$ cat config.mk
export PLATFORM = sky130hd
export DESIGN_NAME = ifb_flag_bank
export DESIGN_NICKNAME = d
export VERILOG_FILES = /design/src/logic/ifb_pkg.sv /design/src/logic/ifb_flag_bank.sv
export SDC_FILE = /design/constraint.sdc
export NUM_CORES = 1
export LEC_CHECK = 0
export BUFFER_PORTS_ARGS = -buffer_cell sky130_fd_sc_hd__buf_4
export CORE_UTILIZATION = 30
export DETAILED_ROUTE_END_ITERATION = 7
export PLACE_DENSITY = 0.73
export SYNTH_ARGS = -nofsm -noshare
export SYNTH_HDL_FRONTEND = slang
export SYNTH_SLANG_ARGS = --single-unit
$ cat constraint.sdc
create_clock -name hclk -period 4 [get_ports hclk]
set_input_delay 0.2 -clock hclk [delete_from_list [all_inputs] [get_ports hclk]]
set_output_delay 0.2 -clock hclk [all_outputs]
set_load 0.01 [all_outputs]
$ cat src/logic/ifb_pkg.sv
/*
 * package for the interrupt flag status bank: register offsets, flag bit
 * positions, implemented-bit masks and the request and flag carrier types.
 * assumes an AHB-Lite slave with 32-bit data and word-aligned registers.
 */
`default_nettype none
package ifb_pkg;
	// register byte offsets
	localparam logic [11:0] IFB_FLAGS_THREE_OFS = 12'h000;
	localparam logic [11:0] IFB_FLAGS_FOUR_OFS  = 12'h004;
	localparam logic [11:0] IFB_IRQ_STATUS_OFS  = 12'h008;
	localparam logic [11:0] IFB_IRQ_ENABLE_OFS  = 12'h00c;
	localparam logic [11:0] IFB_IRQ_CLEAR_OFS   = 12'h010;

	localparam int IFB_FLAG_W = 16;

	// third flag word bit positions
	localparam int IFB_CAL_BIT   = 14;
	localparam int IFB_DMA5_BIT  = 13;
	localparam int IFB_EXT4_BIT  = 6;
	localparam int IFB_EXT3_BIT  = 5;
	localparam int IFB_BUSM_BIT  = 2;
	localparam int IFB_BUST_BIT  = 1;
	// fourth flag word bit positions
	localparam int IFB_TOUCH_BIT = 13;
	localparam int IFB_VDET_BIT  = 8;
	localparam int IFB_CRC_BIT   = 3;
	localparam int IFB_SER2_BIT  = 2;
	localparam int IFB_SER1_BIT  = 1;

	localparam logic [15:0] IFB_THREE_MASK = 16'h6066;
	localparam logic [15:0] IFB_FOUR_MASK  = 16'h210e;
	localparam logic [15:0] IFB_FLAG_RST   = 16'h0000;

	// summary interrupt status layout: one bit per flag word
	localparam int          IFB_IRQ_W      = 2;
	localparam logic [1:0]  IFB_IRQ_RST    = 2'h0;
	localparam logic [31:0] IFB_RDATA_RST  = 32'h0000_0000;

	localparam logic [1:0] IFB_HTRANS_NONSEQ = 2'h2;
	localparam logic [1:0] IFB_HTRANS_SEQ    = 2'h3;
	localparam logic [1:0] IFB_HRESP_OKAY    = 2'h0;

	// peripheral request inputs, one pulse or level per source
	typedef struct packed {
		logic cal;
		logic dma5;
		logic ext4;
		logic ext3;
		logic busm;
		logic bust;
		logic touch;
		logic vdet;
		logic crc;
		logic ser2;
		logic ser1;
	} ifb_req_t;

	// latched flags fanned out to the vectoring logic
	typedef struct packed {
		logic [IFB_FLAG_W-1:0] three;
		logic [IFB_FLAG_W-1:0] four;
	} ifb_flags_t;
endpackage
`default_nettype wire

$ cat src/logic/ifb_flag_bank.sv
/*
 * interrupt flag status bank: two 16-bit flag words set by peripheral event
 * sources and read/written by software over AHB-Lite, plus a summary
 * status/enable/clear block driving one level interrupt.
 * assumes single whole-word transfers, one slave, request inputs synchronous
 * to hclk.
 */
`timescale 1ns/1ps
`default_nettype none
module ifb_flag_bank
	import ifb_pkg::*;
(
	input  wire logic        hclk,
	input  wire logic        hresetn,
	input  wire logic        clk_en,
	input  wire logic        hsel,
	input  wire logic [31:0] haddr,
	input  wire logic [1:0]  htrans,
	input  wire logic        hwrite,
	input  wire logic [2:0]  hsize,
	input  wire logic [31:0] hwdata,
	input  wire logic        hready,
	output logic             hreadyout,
	output logic [1:0]       hresp,
	output logic [31:0]      hrdata,
	input  wire ifb_req_t    req,
	output ifb_flags_t       flags,
	output logic             irq
);

	typedef enum logic [1:0] {
		IFB_IDLE = 2'b01,
		IFB_DATA = 2'b10
	} ifb_phase_t;

	ifb_phase_t        phase_r;
	logic              wr_r;
	logic [11:0]       addr_r;
	logic [15:0]       three_r;
	logic [15:0]       four_r;
	logic [15:0]       set_three;
	logic [15:0]       set_four;
	logic [IFB_IRQ_W-1:0] sts_r;
	logic [IFB_IRQ_W-1:0] ena_r;
	logic [IFB_IRQ_W-1:0] sts_set;
	logic              take;
	logic              wr_three;
	logic              wr_four;
	logic              wr_ena;
	logic              wr_clr;
	logic [31:0]       rdata_nxt;

	// zero-wait slave: every transfer completes in its first data cycle
	assign hreadyout = 1'b1;
	assign hresp     = IFB_HRESP_OKAY;
	assign take      = clk_en && hsel && hready && (htrans == IFB_HTRANS_NONSEQ || htrans == IFB_HTRANS_SEQ);

	always_ff @(posedge hclk or negedge hresetn) begin
		if (!hresetn) begin
			phase_r <= IFB_IDLE;
			wr_r    <= 1'b0;
			addr_r  <= IFB_FLAGS_THREE_OFS;
		end else if (clk_en) begin
			phase_r <= take ? IFB_DATA : IFB_IDLE;
			wr_r    <= take && hwrite;
			addr_r  <= take ? haddr[11:0] : addr_r;
		end
	end

	assign wr_three = (phase_r == IFB_DATA) && wr_r && addr_r == IFB_FLAGS_THREE_OFS;
	assign wr_four  = (phase_r == IFB_DATA) && wr_r && addr_r == IFB_FLAGS_FOUR_OFS;
	assign wr_ena   = (phase_r == IFB_DATA) && wr_r && addr_r == IFB_IRQ_ENABLE_OFS;
	assign wr_clr   = (phase_r == IFB_DATA) && wr_r && addr_r == IFB_IRQ_CLEAR_OFS;

	// per-source set vectors, only at implemented positions
	always_comb begin
		set_three = IFB_FLAG_RST;
		set_four  = IFB_FLAG_RST;
		set_three[IFB_CAL_BIT]  = req.cal;
		set_three[IFB_DMA5_BIT] = req.dma5;
		set_three[IFB_EXT4_BIT] = req.ext4;
		set_three[IFB_EXT3_BIT] = req.ext3;
		set_three[IFB_BUSM_BIT] = req.busm;
		set_three[IFB_BUST_BIT] = req.bust;
		set_four[IFB_VDET_BIT]  = req.vdet;
		set_four[IFB_TOUCH_BIT] = req.touch;
		set_four[IFB_CRC_BIT]   = req.crc;
		set_four[IFB_SER2_BIT]  = req.ser2;
		set_four[IFB_SER1_BIT]  = req.ser1;
	end

	// a request in the same cycle as a software clear wins, so no event is lost
	always_ff @(posedge hclk or negedge hresetn) begin
		if (!hresetn) begin
			three_r <= IFB_FLAG_RST;
			four_r  <= IFB_FLAG_RST;
		end else if (clk_en) begin
			if (wr_three)
				three_r <= (hwdata[15:0] | set_three) & IFB_THREE_MASK;
			else
				three_r <= three_r | set_three;
			if (wr_four)
				four_r <= (hwdata[15:0] | set_four) & IFB_FOUR_MASK;
			else
				four_r <= four_r | set_four;
		end
	end

	assign flags.three = three_r;
	assign flags.four  = four_r;

	// summary status: bit n goes up on any source request into flag word n (bit 0 third, bit 1 fourth)
	assign sts_set = {|set_four, |set_three};

	always_ff @(posedge hclk or negedge hresetn) begin
		if (!hresetn) begin
			sts_r <= IFB_IRQ_RST;
		end else if (clk_en) begin
			if (wr_clr)
				sts_r <= (sts_r & ~hwdata[IFB_IRQ_W-1:0]) | sts_set;
			else
				sts_r <= sts_r | sts_set;
		end
	end

	always_ff @(posedge hclk or negedge hresetn) begin
		if (!hresetn)
			ena_r <= IFB_IRQ_RST;
		else if (clk_en && wr_ena)
			ena_r <= hwdata[IFB_IRQ_W-1:0];
	end

	assign irq = |(sts_r & ena_r);

	// read data registered in the address phase so it stands in the data phase
	always_comb begin
		rdata_nxt = IFB_RDATA_RST;
		unique case (haddr[11:0])
			IFB_FLAGS_THREE_OFS: rdata_nxt[15:0] = three_r & IFB_THREE_MASK;
			IFB_FLAGS_FOUR_OFS:  rdata_nxt[15:0] = four_r & IFB_FOUR_MASK;
			IFB_IRQ_STATUS_OFS:  rdata_nxt[IFB_IRQ_W-1:0] = sts_r;
			IFB_IRQ_ENABLE_OFS:  rdata_nxt[IFB_IRQ_W-1:0] = ena_r;
			default:             rdata_nxt = IFB_RDATA_RST;
		endcase
	end

	always_ff @(posedge hclk or negedge hresetn) begin
		if (!hresetn)
			hrdata <= IFB_RDATA_RST;
		else if (clk_en && take && !hwrite)
			hrdata <= rdata_nxt;
	end

	a_unimpl_three_zero: assert property (@(posedge hclk) disable iff (!hresetn)
		(three_r & ~IFB_THREE_MASK) == 16'h0000)
		else $error("unimplemented third-word bit set");

	a_unimpl_four_zero: assert property (@(posedge hclk) disable iff (!hresetn)
		(four_r & ~IFB_FOUR_MASK) == 16'h0000)
		else $error("unimplemented fourth-word bit set");

	a_cal_sets: assert property (@(posedge hclk) disable iff (!hresetn)
		clk_en && req.cal |=> three_r[IFB_CAL_BIT])
		else $error("calendar flag not set");

	a_dma5_sets: assert property (@(posedge hclk) disable iff (!hresetn)
		clk_en && req.dma5 |=> three_r[IFB_DMA5_BIT])
		else $error("dma5 flag not set");

	a_ext4_sets: assert property (@(posedge hclk) disable iff (!hresetn)
		clk_en && req.ext4 |=> three_r[IFB_EXT4_BIT])
		else $error("ext4 flag not set");

	a_ext3_sets: assert property (@(posedge hclk) disable iff (!hresetn)
		clk_en && req.ext3 |=> three_r[IFB_EXT3_BIT])
		else $error("ext3 flag not set");

	a_busm_sets: assert property (@(posedge hclk) disable iff (!hresetn)
		clk_en && req.busm |=> three_r[IFB_BUSM_BIT])
		else $error("bus master flag not set");

	a_bust_sets: assert property (@(posedge hclk) disable iff (!hresetn)
		clk_en && req.bust |=> three_r[IFB_BUST_BIT])
		else $error("bus target flag not set");

	a_vdet_sets: assert property (@(posedge hclk) disable iff (!hresetn)
		clk_en && req.vdet |=> four_r[IFB_VDET_BIT])
		else $error("voltage detect flag not set");

	a_touch_sets: assert property (@(posedge hclk) disable iff (!hresetn)
		clk_en && req.touch |=> four_r[IFB_TOUCH_BIT])
		else $error("touch flag not set");

	a_crc_sets: assert property (@(posedge hclk) disable iff (!hresetn)
		clk_en && req.crc |=> four_r[IFB_CRC_BIT])
		else $error("checksum flag not set");

	a_ser2_sets: assert property (@(posedge hclk) disable iff (!hresetn)
		clk_en && req.ser2 |=> four_r[IFB_SER2_BIT])
		else $error("serial two flag not set");

	a_ser1_sets: assert property (@(posedge hclk) disable iff (!hresetn)
		clk_en && req.ser1 |=> four_r[IFB_SER1_BIT])
		else $error("serial one flag not set");

	a_flag_holds: assert property (@(posedge hclk) disable iff (!hresetn)
		clk_en && !wr_three && three_r[IFB_CAL_BIT] |=> three_r[IFB_CAL_BIT])
		else $error("flag lost");

	a_dma5_holds: assert property (@(posedge hclk) disable iff (!hresetn)
		clk_en && !wr_three && three_r[IFB_DMA5_BIT] |=> three_r[IFB_DMA5_BIT])
		else $error("dma5 flag lost");

	a_ext4_holds: assert property (@(posedge hclk) disable iff (!hresetn)
		clk_en && !wr_three && three_r[IFB_EXT4_BIT] |=> three_r[IFB_EXT4_BIT])
		else $error("ext4 flag lost");

	a_ext3_holds: assert property (@(posedge hclk) disable iff (!hresetn)
		clk_en && !wr_three && three_r[IFB_EXT3_BIT] |=> three_r[IFB_EXT3_BIT])
		else $error("ext3 flag lost");

	a_busm_holds: assert property (@(posedge hclk) disable iff (!hresetn)
		clk_en && !wr_three && three_r[IFB_BUSM_BIT] |=> three_r[IFB_BUSM_BIT])
		else $error("bus master flag lost");

	a_bust_holds: assert property (@(posedge hclk) disable iff (!hresetn)
		clk_en && !wr_three && three_r[IFB_BUST_BIT] |=> three_r[IFB_BUST_BIT])
		else $error("bus target flag lost");

	a_vdet_holds: assert property (@(posedge hclk) disable iff (!hresetn)
		clk_en && !wr_four && four_r[IFB_VDET_BIT] |=> four_r[IFB_VDET_BIT])
		else $error("voltage detect flag lost");

	a_touch_holds: assert property (@(posedge hclk) disable iff (!hresetn)
		clk_en && !wr_four && four_r[IFB_TOUCH_BIT] |=> four_r[IFB_TOUCH_BIT])
		else $error("touch flag lost");

	a_crc_holds: assert property (@(posedge hclk) disable iff (!hresetn)
		clk_en && !wr_four && four_r[IFB_CRC_BIT] |=> four_r[IFB_CRC_BIT])
		else $error("checksum flag lost");

	a_ser2_holds: assert property (@(posedge hclk) disable iff (!hresetn)
		clk_en && !wr_four && four_r[IFB_SER2_BIT] |=> four_r[IFB_SER2_BIT])
		else $error("serial two flag lost");

	a_ser1_holds: assert property (@(posedge hclk) disable iff (!hresetn)
		clk_en && !wr_four && four_r[IFB_SER1_BIT] |=> four_r[IFB_SER1_BIT])
		else $error("serial one flag lost");

	a_zero_clears: assert property (@(posedge hclk) disable iff (!hresetn)
		clk_en && wr_three && !hwdata[IFB_EXT3_BIT] && !req.ext3 |=> !three_r[IFB_EXT3_BIT])
		else $error("write zero did not clear");

	a_cal_clears: assert property (@(posedge hclk) disable iff (!hresetn)
		clk_en && wr_three && !hwdata[IFB_CAL_BIT] && !req.cal |=> !three_r[IFB_CAL_BIT])
		else $error("calendar flag not cleared");

	a_dma5_clears: assert property (@(posedge hclk) disable iff (!hresetn)
		clk_en && wr_three && !hwdata[IFB_DMA5_BIT] && !req.dma5 |=> !three_r[IFB_DMA5_BIT])
		else $error("dma5 flag not cleared");

	a_ext4_clears: assert property (@(posedge hclk) disable iff (!hresetn)
		clk_en && wr_three && !hwdata[IFB_EXT4_BIT] && !req.ext4 |=> !three_r[IFB_EXT4_BIT])
		else $error("ext4 flag not cleared");

	a_busm_clears: assert property (@(posedge hclk) disable iff (!hresetn)
		clk_en && wr_three && !hwdata[IFB_BUSM_BIT] && !req.busm |=> !three_r[IFB_BUSM_BIT])
		else $error("bus master flag not cleared");

	a_bust_clears: assert property (@(posedge hclk) disable iff (!hresetn)
		clk_en && wr_three && !hwdata[IFB_BUST_BIT] && !req.bust |=> !three_r[IFB_BUST_BIT])
		else $error("bus target flag not cleared");

	a_vdet_clears: assert property (@(posedge hclk) disable iff (!hresetn)
		clk_en && wr_four && !hwdata[IFB_VDET_BIT] && !req.vdet |=> !four_r[IFB_VDET_BIT])
		else $error("voltage detect flag not cleared");

	a_touch_clears: assert property (@(posedge hclk) disable iff (!hresetn)
		clk_en && wr_four && !hwdata[IFB_TOUCH_BIT] && !req.touch |=> !four_r[IFB_TOUCH_BIT])
		else $error("touch flag not cleared");

	a_crc_clears: assert property (@(posedge hclk) disable iff (!hresetn)
		clk_en && wr_four && !hwdata[IFB_CRC_BIT] && !req.crc |=> !four_r[IFB_CRC_BIT])
		else $error("checksum flag not cleared");

	a_ser2_clears: assert property (@(posedge hclk) disable iff (!hresetn)
		clk_en && wr_four && !hwdata[IFB_SER2_BIT] && !req.ser2 |=> !four_r[IFB_SER2_BIT])
		else $error("serial two flag not cleared");

	a_ser1_clears: assert property (@(posedge hclk) disable iff (!hresetn)
		clk_en && wr_four && !hwdata[IFB_SER1_BIT] && !req.ser1 |=> !four_r[IFB_SER1_BIT])
		else $error("serial one flag not cleared");

	a_cal_write_sets: assert property (@(posedge hclk) disable iff (!hresetn)
		clk_en && wr_three && hwdata[IFB_CAL_BIT] |=> three_r[IFB_CAL_BIT])
		else $error("write one did not set");

	// a low enable must freeze every register, flags and bus side alike
	a_enable_freeze: assert property (@(posedge hclk) disable iff (!hresetn)
		!clk_en |=> $stable(three_r) && $stable(four_r) && $stable(sts_r) && $stable(ena_r) && $stable(hrdata))
		else $error("state moved while frozen");

	a_status_sets: assert property (@(posedge hclk) disable iff (!hresetn)
		clk_en && (|set_three) |=> sts_r[0])
		else $error("summary status not set");

	a_irq_gated: assert property (@(posedge hclk) disable iff (!hresetn)
		ena_r == IFB_IRQ_RST |-> !irq)
		else $error("interrupt without enable");

	a_ready_high: assert property (@(posedge hclk) disable iff (!hresetn)
		hreadyout && hresp == IFB_HRESP_OKAY)
		else $error("slave not ready or not okay");

	a_read_three_pad: assert property (@(posedge hclk) disable iff (!hresetn)
		take && !hwrite && haddr[11:0] == IFB_FLAGS_THREE_OFS |=> (hrdata[15:0] & ~IFB_THREE_MASK) == 16'h0000)
		else $error("unimplemented third-word bit read as one");

	a_read_four_pad: assert property (@(posedge hclk) disable iff (!hresetn)
		take && !hwrite && haddr[11:0] == IFB_FLAGS_FOUR_OFS |=> (hrdata[15:0] & ~IFB_FOUR_MASK) == 16'h0000)
		else $error("unimplemented fourth-word bit read as one");

endmodule
`default_nettype wire

* Word level (Yosys, flattened, before mapping)
Index checks and enable logic that the tools add are counted.
** Operators by class
- Equal/unequal tests :: 9
- Mux-type cells :: 6
- Bitwise operators :: 9
- Reduce and logical (&&, ||, !) cells :: 20
** Operator list (number)
- equality test 12 x 4 -> 1 bit, second input constant :: 3
- two-way mux 16 bit :: 2
- one-hot mux 13 bit (2 select lines) :: 1
- equality test 12 x 3 -> 1 bit, second input constant :: 2
- logical NOT 12 bit :: 2
- bitwise OR 16 x 14 -> 16 bit :: 1
- bitwise OR 16 x 15 -> 16 bit :: 1
- bitwise OR 15 bit :: 1
- bitwise OR 14 bit :: 1
- equality test 12 x 5 -> 1 bit, second input constant :: 1
- logical AND 1 bit :: 12
- one-hot mux 2 bit (4 select lines) :: 1
- equality test 2 bit, second input constant :: 3
- OR reduction 6 bit :: 1
- OR reduction 5 bit :: 1
- bitwise AND 2 bit :: 2
- two-way mux 2 bit :: 2
- bitwise OR 2 bit :: 2
- NOT 2 bit :: 1
- AND reduction 2 bit :: 1
- OR reduction 2 bit :: 1
- logical NOT 1 bit :: 1
- logical OR 1 bit :: 1
** Storage, ports and cells
- Register bits :: 67
- Input port bits :: 86
- Output and inout bits :: 68
- Word-level logic and storage cells :: 52

* Depth between registers and ports, before layout
Gate-level depths: netlist (run 1).
- Depth in word-level cells :: 5
- Mapped depth :: 5
- Gate-level depth less buffers :: 4

* Least setup slack after synthesis (run 1)
OpenSTA, ideal clock, no wires.
- Path type :: register to register
- Start point :: register addr_r[5]
- End point :: register ena_r[0]
- Library setup time :: 0.125 ns
- Arrival time :: 1.756 ns
- Required time :: 3.875 ns
- Setup slack :: 2.120 ns
- Stages on the path, launching flop included :: 4
- Buffers on the path :: 0
- Period minus slack after synthesis :: 1.880 ns
- Cells stage by stage :: dfrtp_1 > or4b_2 > nor4b_4 > mux2_2
** Between the ends
- Word-level cells in the longest chain between the ends :: 3
** RTL lines
- from (decl) :: RTL line ifb_flag_bank.sv:38 : logic [11:0] addr_r;
- from (signal assigned) :: RTL line ifb_flag_bank.sv:66 : addr_r <= take ? haddr[11:0] : addr_r;
- equality test 12 x 4 -> 1 bit :: RTL line ifb_flag_bank.sv:72 : assign wr_ena = (phase_r == IFB_DATA) && wr_r && addr_r == IFB_IRQ_ENABLE_OFS;
- logical AND 1 bit :: RTL line ifb_flag_bank.sv:72
- logical AND 1 bit :: RTL line ifb_flag_bank.sv:129 : else if (clk_en && wr_ena)
- to (signal assigned) :: RTL line ifb_flag_bank.sv:130 : ena_r <= hwdata[IFB_IRQ_W-1:0];
- to (decl) :: RTL line ifb_flag_bank.sv:44 : logic [IFB_IRQ_W-1:0] ena_r;
No other way between the ends.
A chain may end at the register's enable or synchronous reset.

* Final worst setup path (run 1)
- Start point :: register addr_r[5]
- End point :: register ena_r[1]
Same word-level chain as after synthesis.

==> metrics.cfg, run 1 <==
[clocking]
htreeDepth = 2
cts_tree = done
clockBufferDepth = 2
cts_buffers = 5
cts_sinks = 39
post_cts_buffers = 0
worstSkewPairLatency_ps = 290
root_buffer = clkbuf_8
clkTransAtPathRegs_ps = 70

[detailed_routing]
drtAntennaViolNets = 0
vias = 1660
viasPerCell = 4.32
drt_wl_total_um = 4650
drc = 0
initialDrtViolationCount = 81
first_pass_iters = 4
wl_per_cell_um = 12.1

[setup_path]
critPathLaunch = addr_r[5]
required_ps = 4170
r2r_cells = 3
cp-start-kind = register
worst-r2r-setup-slack_ps = 1970
worstPathArrival_ps = 2200
reg2reg_from = addr_r[5]
cp-end-kind = register
crit_fanout = 3
r2r-end = ena_r[1]
endpoint = ena_r[1]
path_class = reg2reg

[power_and_ir_drop]
p_sw_uw = 279
power_frac_seq = 0.505
internal_power_uw = 684
p_clk_frac = 0.280
vdd_drop_max_mv = 0.157
p_sw_frac = 0.290
power_density_nw_per_um2 = 357
power_leakage_nw = 1.25
p_comb_frac = 0.215

[timing]
grt_setup_unrepaired = no
whs_ps = 158
finalClockSkew_ps = 5.59
finalCritPeriodShare = 0.507
fmax_mhz = 493
finalHoldViolations = 0
final_max_slew_viol_count = 0
finalSetupViolCount = 0
fin_tns_setup_ps = 0
period_minus_slack_ps = 2030

[floorplan]
initial_core_util = 0.309
die_w_um = 88.2
coreArea_um2 = 7210
pin_count = 154
fp.dieH_um = 88.2
row_count = 31
dieArea_um2 = 7770

[global_routing]
grt_max_degree = 40
grt_pass1_wl_um = 7580
antenna_found_initial = 0
gr-total-overflow = 0
grtUsageTotal = 0.126
grt_pass1_vias = 1597

[synth]
syn_area_um2 = 2230
yosys-top-cells-area = dfrtp_1, buf_4, mux2_2
synthArstFlopShare = 1.00
ys_ff_latch = 39
synth_top_area_share = 0.427
syn_inst = 223
ys.flop_type = dfrtp_1
synth_top_area_cell = dfrtp_1
synth-seq-area-share = 0.439
synth-edff-count = 0
synth.avg_cell_area_um2 = 9.99
ys_warn_count = 0
synth_cell_types = 35

[placed_design]
port_buffers = 59
dpl.cell_count = 375
placed_cell_area_um2 = 2600
dp_hpwl_um = 3690
place.gp.congestion = 0.783

[status]
status = finished clean

[final_layout]
final_cell_mix = buf_4, conb_1, dfrtp_1
antenna_cells = 0
postLayoutCellArea_um2 = 2700
stdcell_count = 384
area_growth_pct = 21.2
final_common_cell = buf_4
drive_gt1_frac = 0.326
nets = 370

[min_path]
hold_path_class = in2reg

[job]
max_cap_violations = 0

-- worst max-delay path, stage by stage (launching register included) --
cell and delay, ps:
dfrtp_1 400, or4b_2 780, nor4b_4 360, mux2_2 370
-- cell families after synthesis --
| logic type | after synthesis | share of synthesized area |
|---|---|---|
| AND/OR/NAND/NOR | 83 | 0.214 |
| flip-flops | 39 | 0.439 |
| other | 2 | 0.00337 |
| buffers and inverters | 56 | 0.174 |
| multiplexers | 18 | 0.0949 |
| AO/OA/AOI/OAI | 25 | 0.0753 |
-- cells in the mapped netlist, drive strengths merged, types with 2 or more instances --
master	count
and2	2
inv	4
mux2	15
clkbuf	4
dfrtp	38
o21ai	9
a22o	3
conb	2
nor2	24
nor4	7
nor3	16
mux2i	2
a211oi	10
or4	3
buf	48
nand4	2
nand2b	4
nand2	18
-- power by group through the flow --
stage	combinational (mW)	sequential, mW	clock, mW
2_1_floorplan	0.144	0.491	0
3_3_place_gp	0.203	0.491	0
3_5_place_dp	0.208	0.493	0
4_1_cts	0.210	0.485	0.277
5_1_grt	0.232	0.495	0.293
6_report	0.207	0.486	0.270
-- registers in the layout (all words and copies together) (netlist names) --
register  cells
sts_r         2
phase_r       2
addr_r       12
wr_r          1
three_r       6
ena_r         2
four_r        5
hrdata        9
-- timing repair --
| item | CTS | global route |
|---|---|---|
| resized for setup | 0 | 0 |
| endpoints found under the hold margin | 38 | 0 |
| hold buffers | 1 | 0 |
-- worst min-delay path by stage --
stage | from | end | slack, ps | cells after the start
4_1_cts | haddr[0] | addr_r[0] | 150 | 2
3_5_place_dp | hresetn | hrdata[6] | 200 | 1
3_3_place_gp | hresetn | hrdata[6] | 200 | 1
6_report | haddr[0] | addr_r[0] | 160 | 2
2_1_floorplan | hresetn | addr_r[0] | -100 | 0
5_1_grt | haddr[0] | addr_r[0] | 160 | 2
-- routing by layer --
layer,global-route usage,part of all wire,up-vias
met4,0.0469,0.021,0
met5,0,0,-
met1,0.161,0.43,797
met2,0.210,0.51,48
li1,-,-,806
met3,0.0245,0.041,9
-- metrics by stage --
stage	power [mW]	util	worst slack, ps
2_1_floorplan	0.635	-	2120
3_5_place_dp	0.701	0.360	2000
4_1_cts	0.973	0.374	1980
3_3_place_gp	0.694	0.360	2040
5_1_grt	1.02	0.374	1910
6_report	0.963	0.374	1970
-- cell type report --
| cell class | instances | area (µm²) |
|---|---|---|
| clock buffer | 7 | 86.3 |
| clock inverter | 1 | 5.00 |
| fill | 754 | 4510 |
| inverter | 4 | 15.0 |
| multi-input combinational | 173 | 1030 |
| sequential | 39 | 977 |
| tap | 99 | 124 |
| timing repair buffer | 61 | 460 |
No activity file was read; power rests on OpenSTA's default activity.
==> run 2: changes to the inputs <==
- PLACE_DENSITY: 0.73 -> 0.76
- clock period: 4 -> 1.8 ns (I/O delays scaled with it)
==> metrics.cfg, run 2 (synthesis results as in run 1) <==
[clocking]
cts_tree = done
clkTransAtPathRegs_ps = 70  ; about the same
cts_sinks = 39  ; unchanged
clockBufferDepth = 2  ; unchanged
worstSkewPairLatency_ps = 300  ; about the same
htreeDepth = 2  ; unchanged
cts_buffers = 5  ; unchanged
root_buffer = clkbuf_8

[final_layout]
fillers = 711  ; -5.7%
final_common_cell = buf_4
antenna_cells = 0  ; unchanged
nets = 382  ; +3.2%
largest_reg_flops = 12  ; unchanged
stdcell_count = 396  ; +3.1%
final_cell_mix = buf_4, conb_1, dfrtp_1
top_register = addr_r
drive_gt1_frac = 0.414  ; +0.0878
multi_input_area_um2 = 1130  ; +9.1%
reg_top3 = addr_r (12), hrdata (9), three_r (6)
postLayoutCellArea_um2 = 2940  ; +8.9%
area_growth_pct = 32.0
regArea_um2 = 977  ; unchanged

[job]
max_cap_violations = 0  ; unchanged

[detailed_routing]
viasPerCell = 4.38  ; +1.4%
drt_wl_total_um = 5170  ; +11%
drtAntennaViolNets = 0  ; unchanged
initialDrtViolationCount = 95  ; +17%
drc = 0  ; unchanged
first_pass_iters = 4  ; unchanged
vias = 1735  ; +4.5%
wl_per_cell_um = 13.1  ; +7.9%

[power_and_ir_drop]
vdd_drop_max_mv = 0.336  ; +110%
power_density_nw_per_um2 = 850  ; +140%
power_leakage_nw = 1.34  ; +7.6%

[floorplan]
initial_core_util = 0.309  ; unchanged
coreArea_um2 = 7210  ; unchanged
dieArea_um2 = 7770  ; unchanged
pin_count = 154  ; unchanged
row_count = 31  ; unchanged
die_w_um = 88.2  ; unchanged
fp.dieH_um = 88.2  ; unchanged

[timing]
final_max_slew_viol_count = 0  ; unchanged
period_minus_slack_ps = 1880  ; -150 ps
fmax_mhz = 532  ; +8.0%
finalCritPeriodShare = 1.04  ; +0.537
finalHoldViolations = 0  ; unchanged
finalClockSkew_ps = 7.82  ; +2.23 ps
fin_ws_ps = -79.6  ; -2050 ps
grt_setup_unrepaired = yes
finalSetupViolCount = 3  ; +3

[placed_design]
port_buffers = 59  ; unchanged
placed_cell_area_um2 = 2680  ; +3.0%
dpl.cell_count = 385  ; +2.7%
place.gp.congestion = 0.798  ; +1.9%
dp_hpwl_um = 3880  ; +5.4%

[global_routing]
grt_max_degree = 40  ; unchanged
grt_pass1_wl_um = 7830  ; +3.4%
antenna_found_initial = 0  ; unchanged
grtUsageTotal = 0.131  ; +0.00547
grt_pass1_vias = 1657  ; +3.8%
gr-total-overflow = 0  ; unchanged

[min_path]
hold_path_class = in2reg

[status]
violations = negative setup slack
status = complete, but fails checks

[setup_path]
cp-start-kind = register
cpLargestDelayFamily = simple AND/OR/NAND/NOR gates
required_ps = 1980  ; -2190 ps
crit_fanout = 5  ; +2
crit_chain = or4_4, nor3_4, nor4b_4, mux2_2
cpPeakStageDelay_ps = 610  ; -170 ps
cp_slowest_cell = or4_4
path_class = reg2reg
path_buf_inv = 0  ; unchanged
cp-end-kind = register
worstPathArrival_ps = 2060  ; -140 ps

==> run 2: cell count changes in the layout (fill, tap and decap cells not counted), moves of 4 or more <==
cell and delta:
nor3_1 -10, buf_6 +4, a211oi_1 -5, buf_4 +8, a211oi_2 +5, nor3_2 +9
==> run 2: stage by stage <==
stage / setup WS, ps / power, mW / hold WS (ps) / util / TNS, ps
final: -79.6 / 2.50 / 40.1 / 0.408 / -177
after detailed placement: -64.6 / 1.59 / 89.0 / 0.371 / -569
after CTS: -71.2 / 2.48 / 35.1 / 0.395 / -197
after floorplan: -10.9 / 1.41 / -206 / - / -21.8
after global routing: -133 / 2.61 / 38.2 / 0.408 / -1020
after global placement: -51.6 / 1.57 / 82.5 / 0.371 / -202
==> run 2: what timing repair did <==
item                       4_1_cts  5_1_grt
setup buffers                    1        1
setup endpoints to repair       13       13
hold buffers                     1        0
pin swaps                       10        4
gates cloned                     0        0
gates resized for setup          7       18
hold endpoints to repair        38        0
==> run 2: metal layers <==
| layer | global-route usage | up-vias | wire (µm) |
|---|---|---|---|
| li1 | - | 831 | - |
| met1 | 0.161 | 830 | 2200 |
| met2 | 0.224 | 67 | 2590 |
| met3 | 0.0254 | 7 | 296 |
| met4 | 0.0557 | 0 | 88 |
| met5 | 0 | - | 0 |
==> run 2: path summary, 6_finish.rpt <==
kind	from	end	slack, ps	depth (start not counted)
setup / recovery	addr_r[9]	ena_r[1]	-80	4
hold / removal	haddr[7]	addr_r[7]	40	2
setup reg to reg	addr_r[9]	ena_r[1]	-80	4
hold reg to reg	hrdata[3]	hrdata[3]	480	2
max in group asynchronous	hresetn	phase_r[0]	1130	2
min in group asynchronous	hresetn	three_r[6]	300	2
==> run 2: final cells by class <==
class | count | area share
multi-input cells | 173 | 0.383
flip-flops and latches | 39 | 0.332
repair buffers | 73 | 0.192
well taps | 99 | 0.0421
clock buffers | 6 | 0.0247
clock inverters | 2 | 0.0204
inverters | 4 | 0.00511
==> run 2: power by group <==
| group | switching, mW | internal (mW) | total, mW |
|---|---|---|---|
| Combinational | 0.270 | 0.284 | 0.554 |
| Sequential | 0.0966 | 0.984 | 1.08 |
| Clock | 0.311 | 0.554 | 0.865 |
| Total | 0.678 | 1.82 | 2.50 |
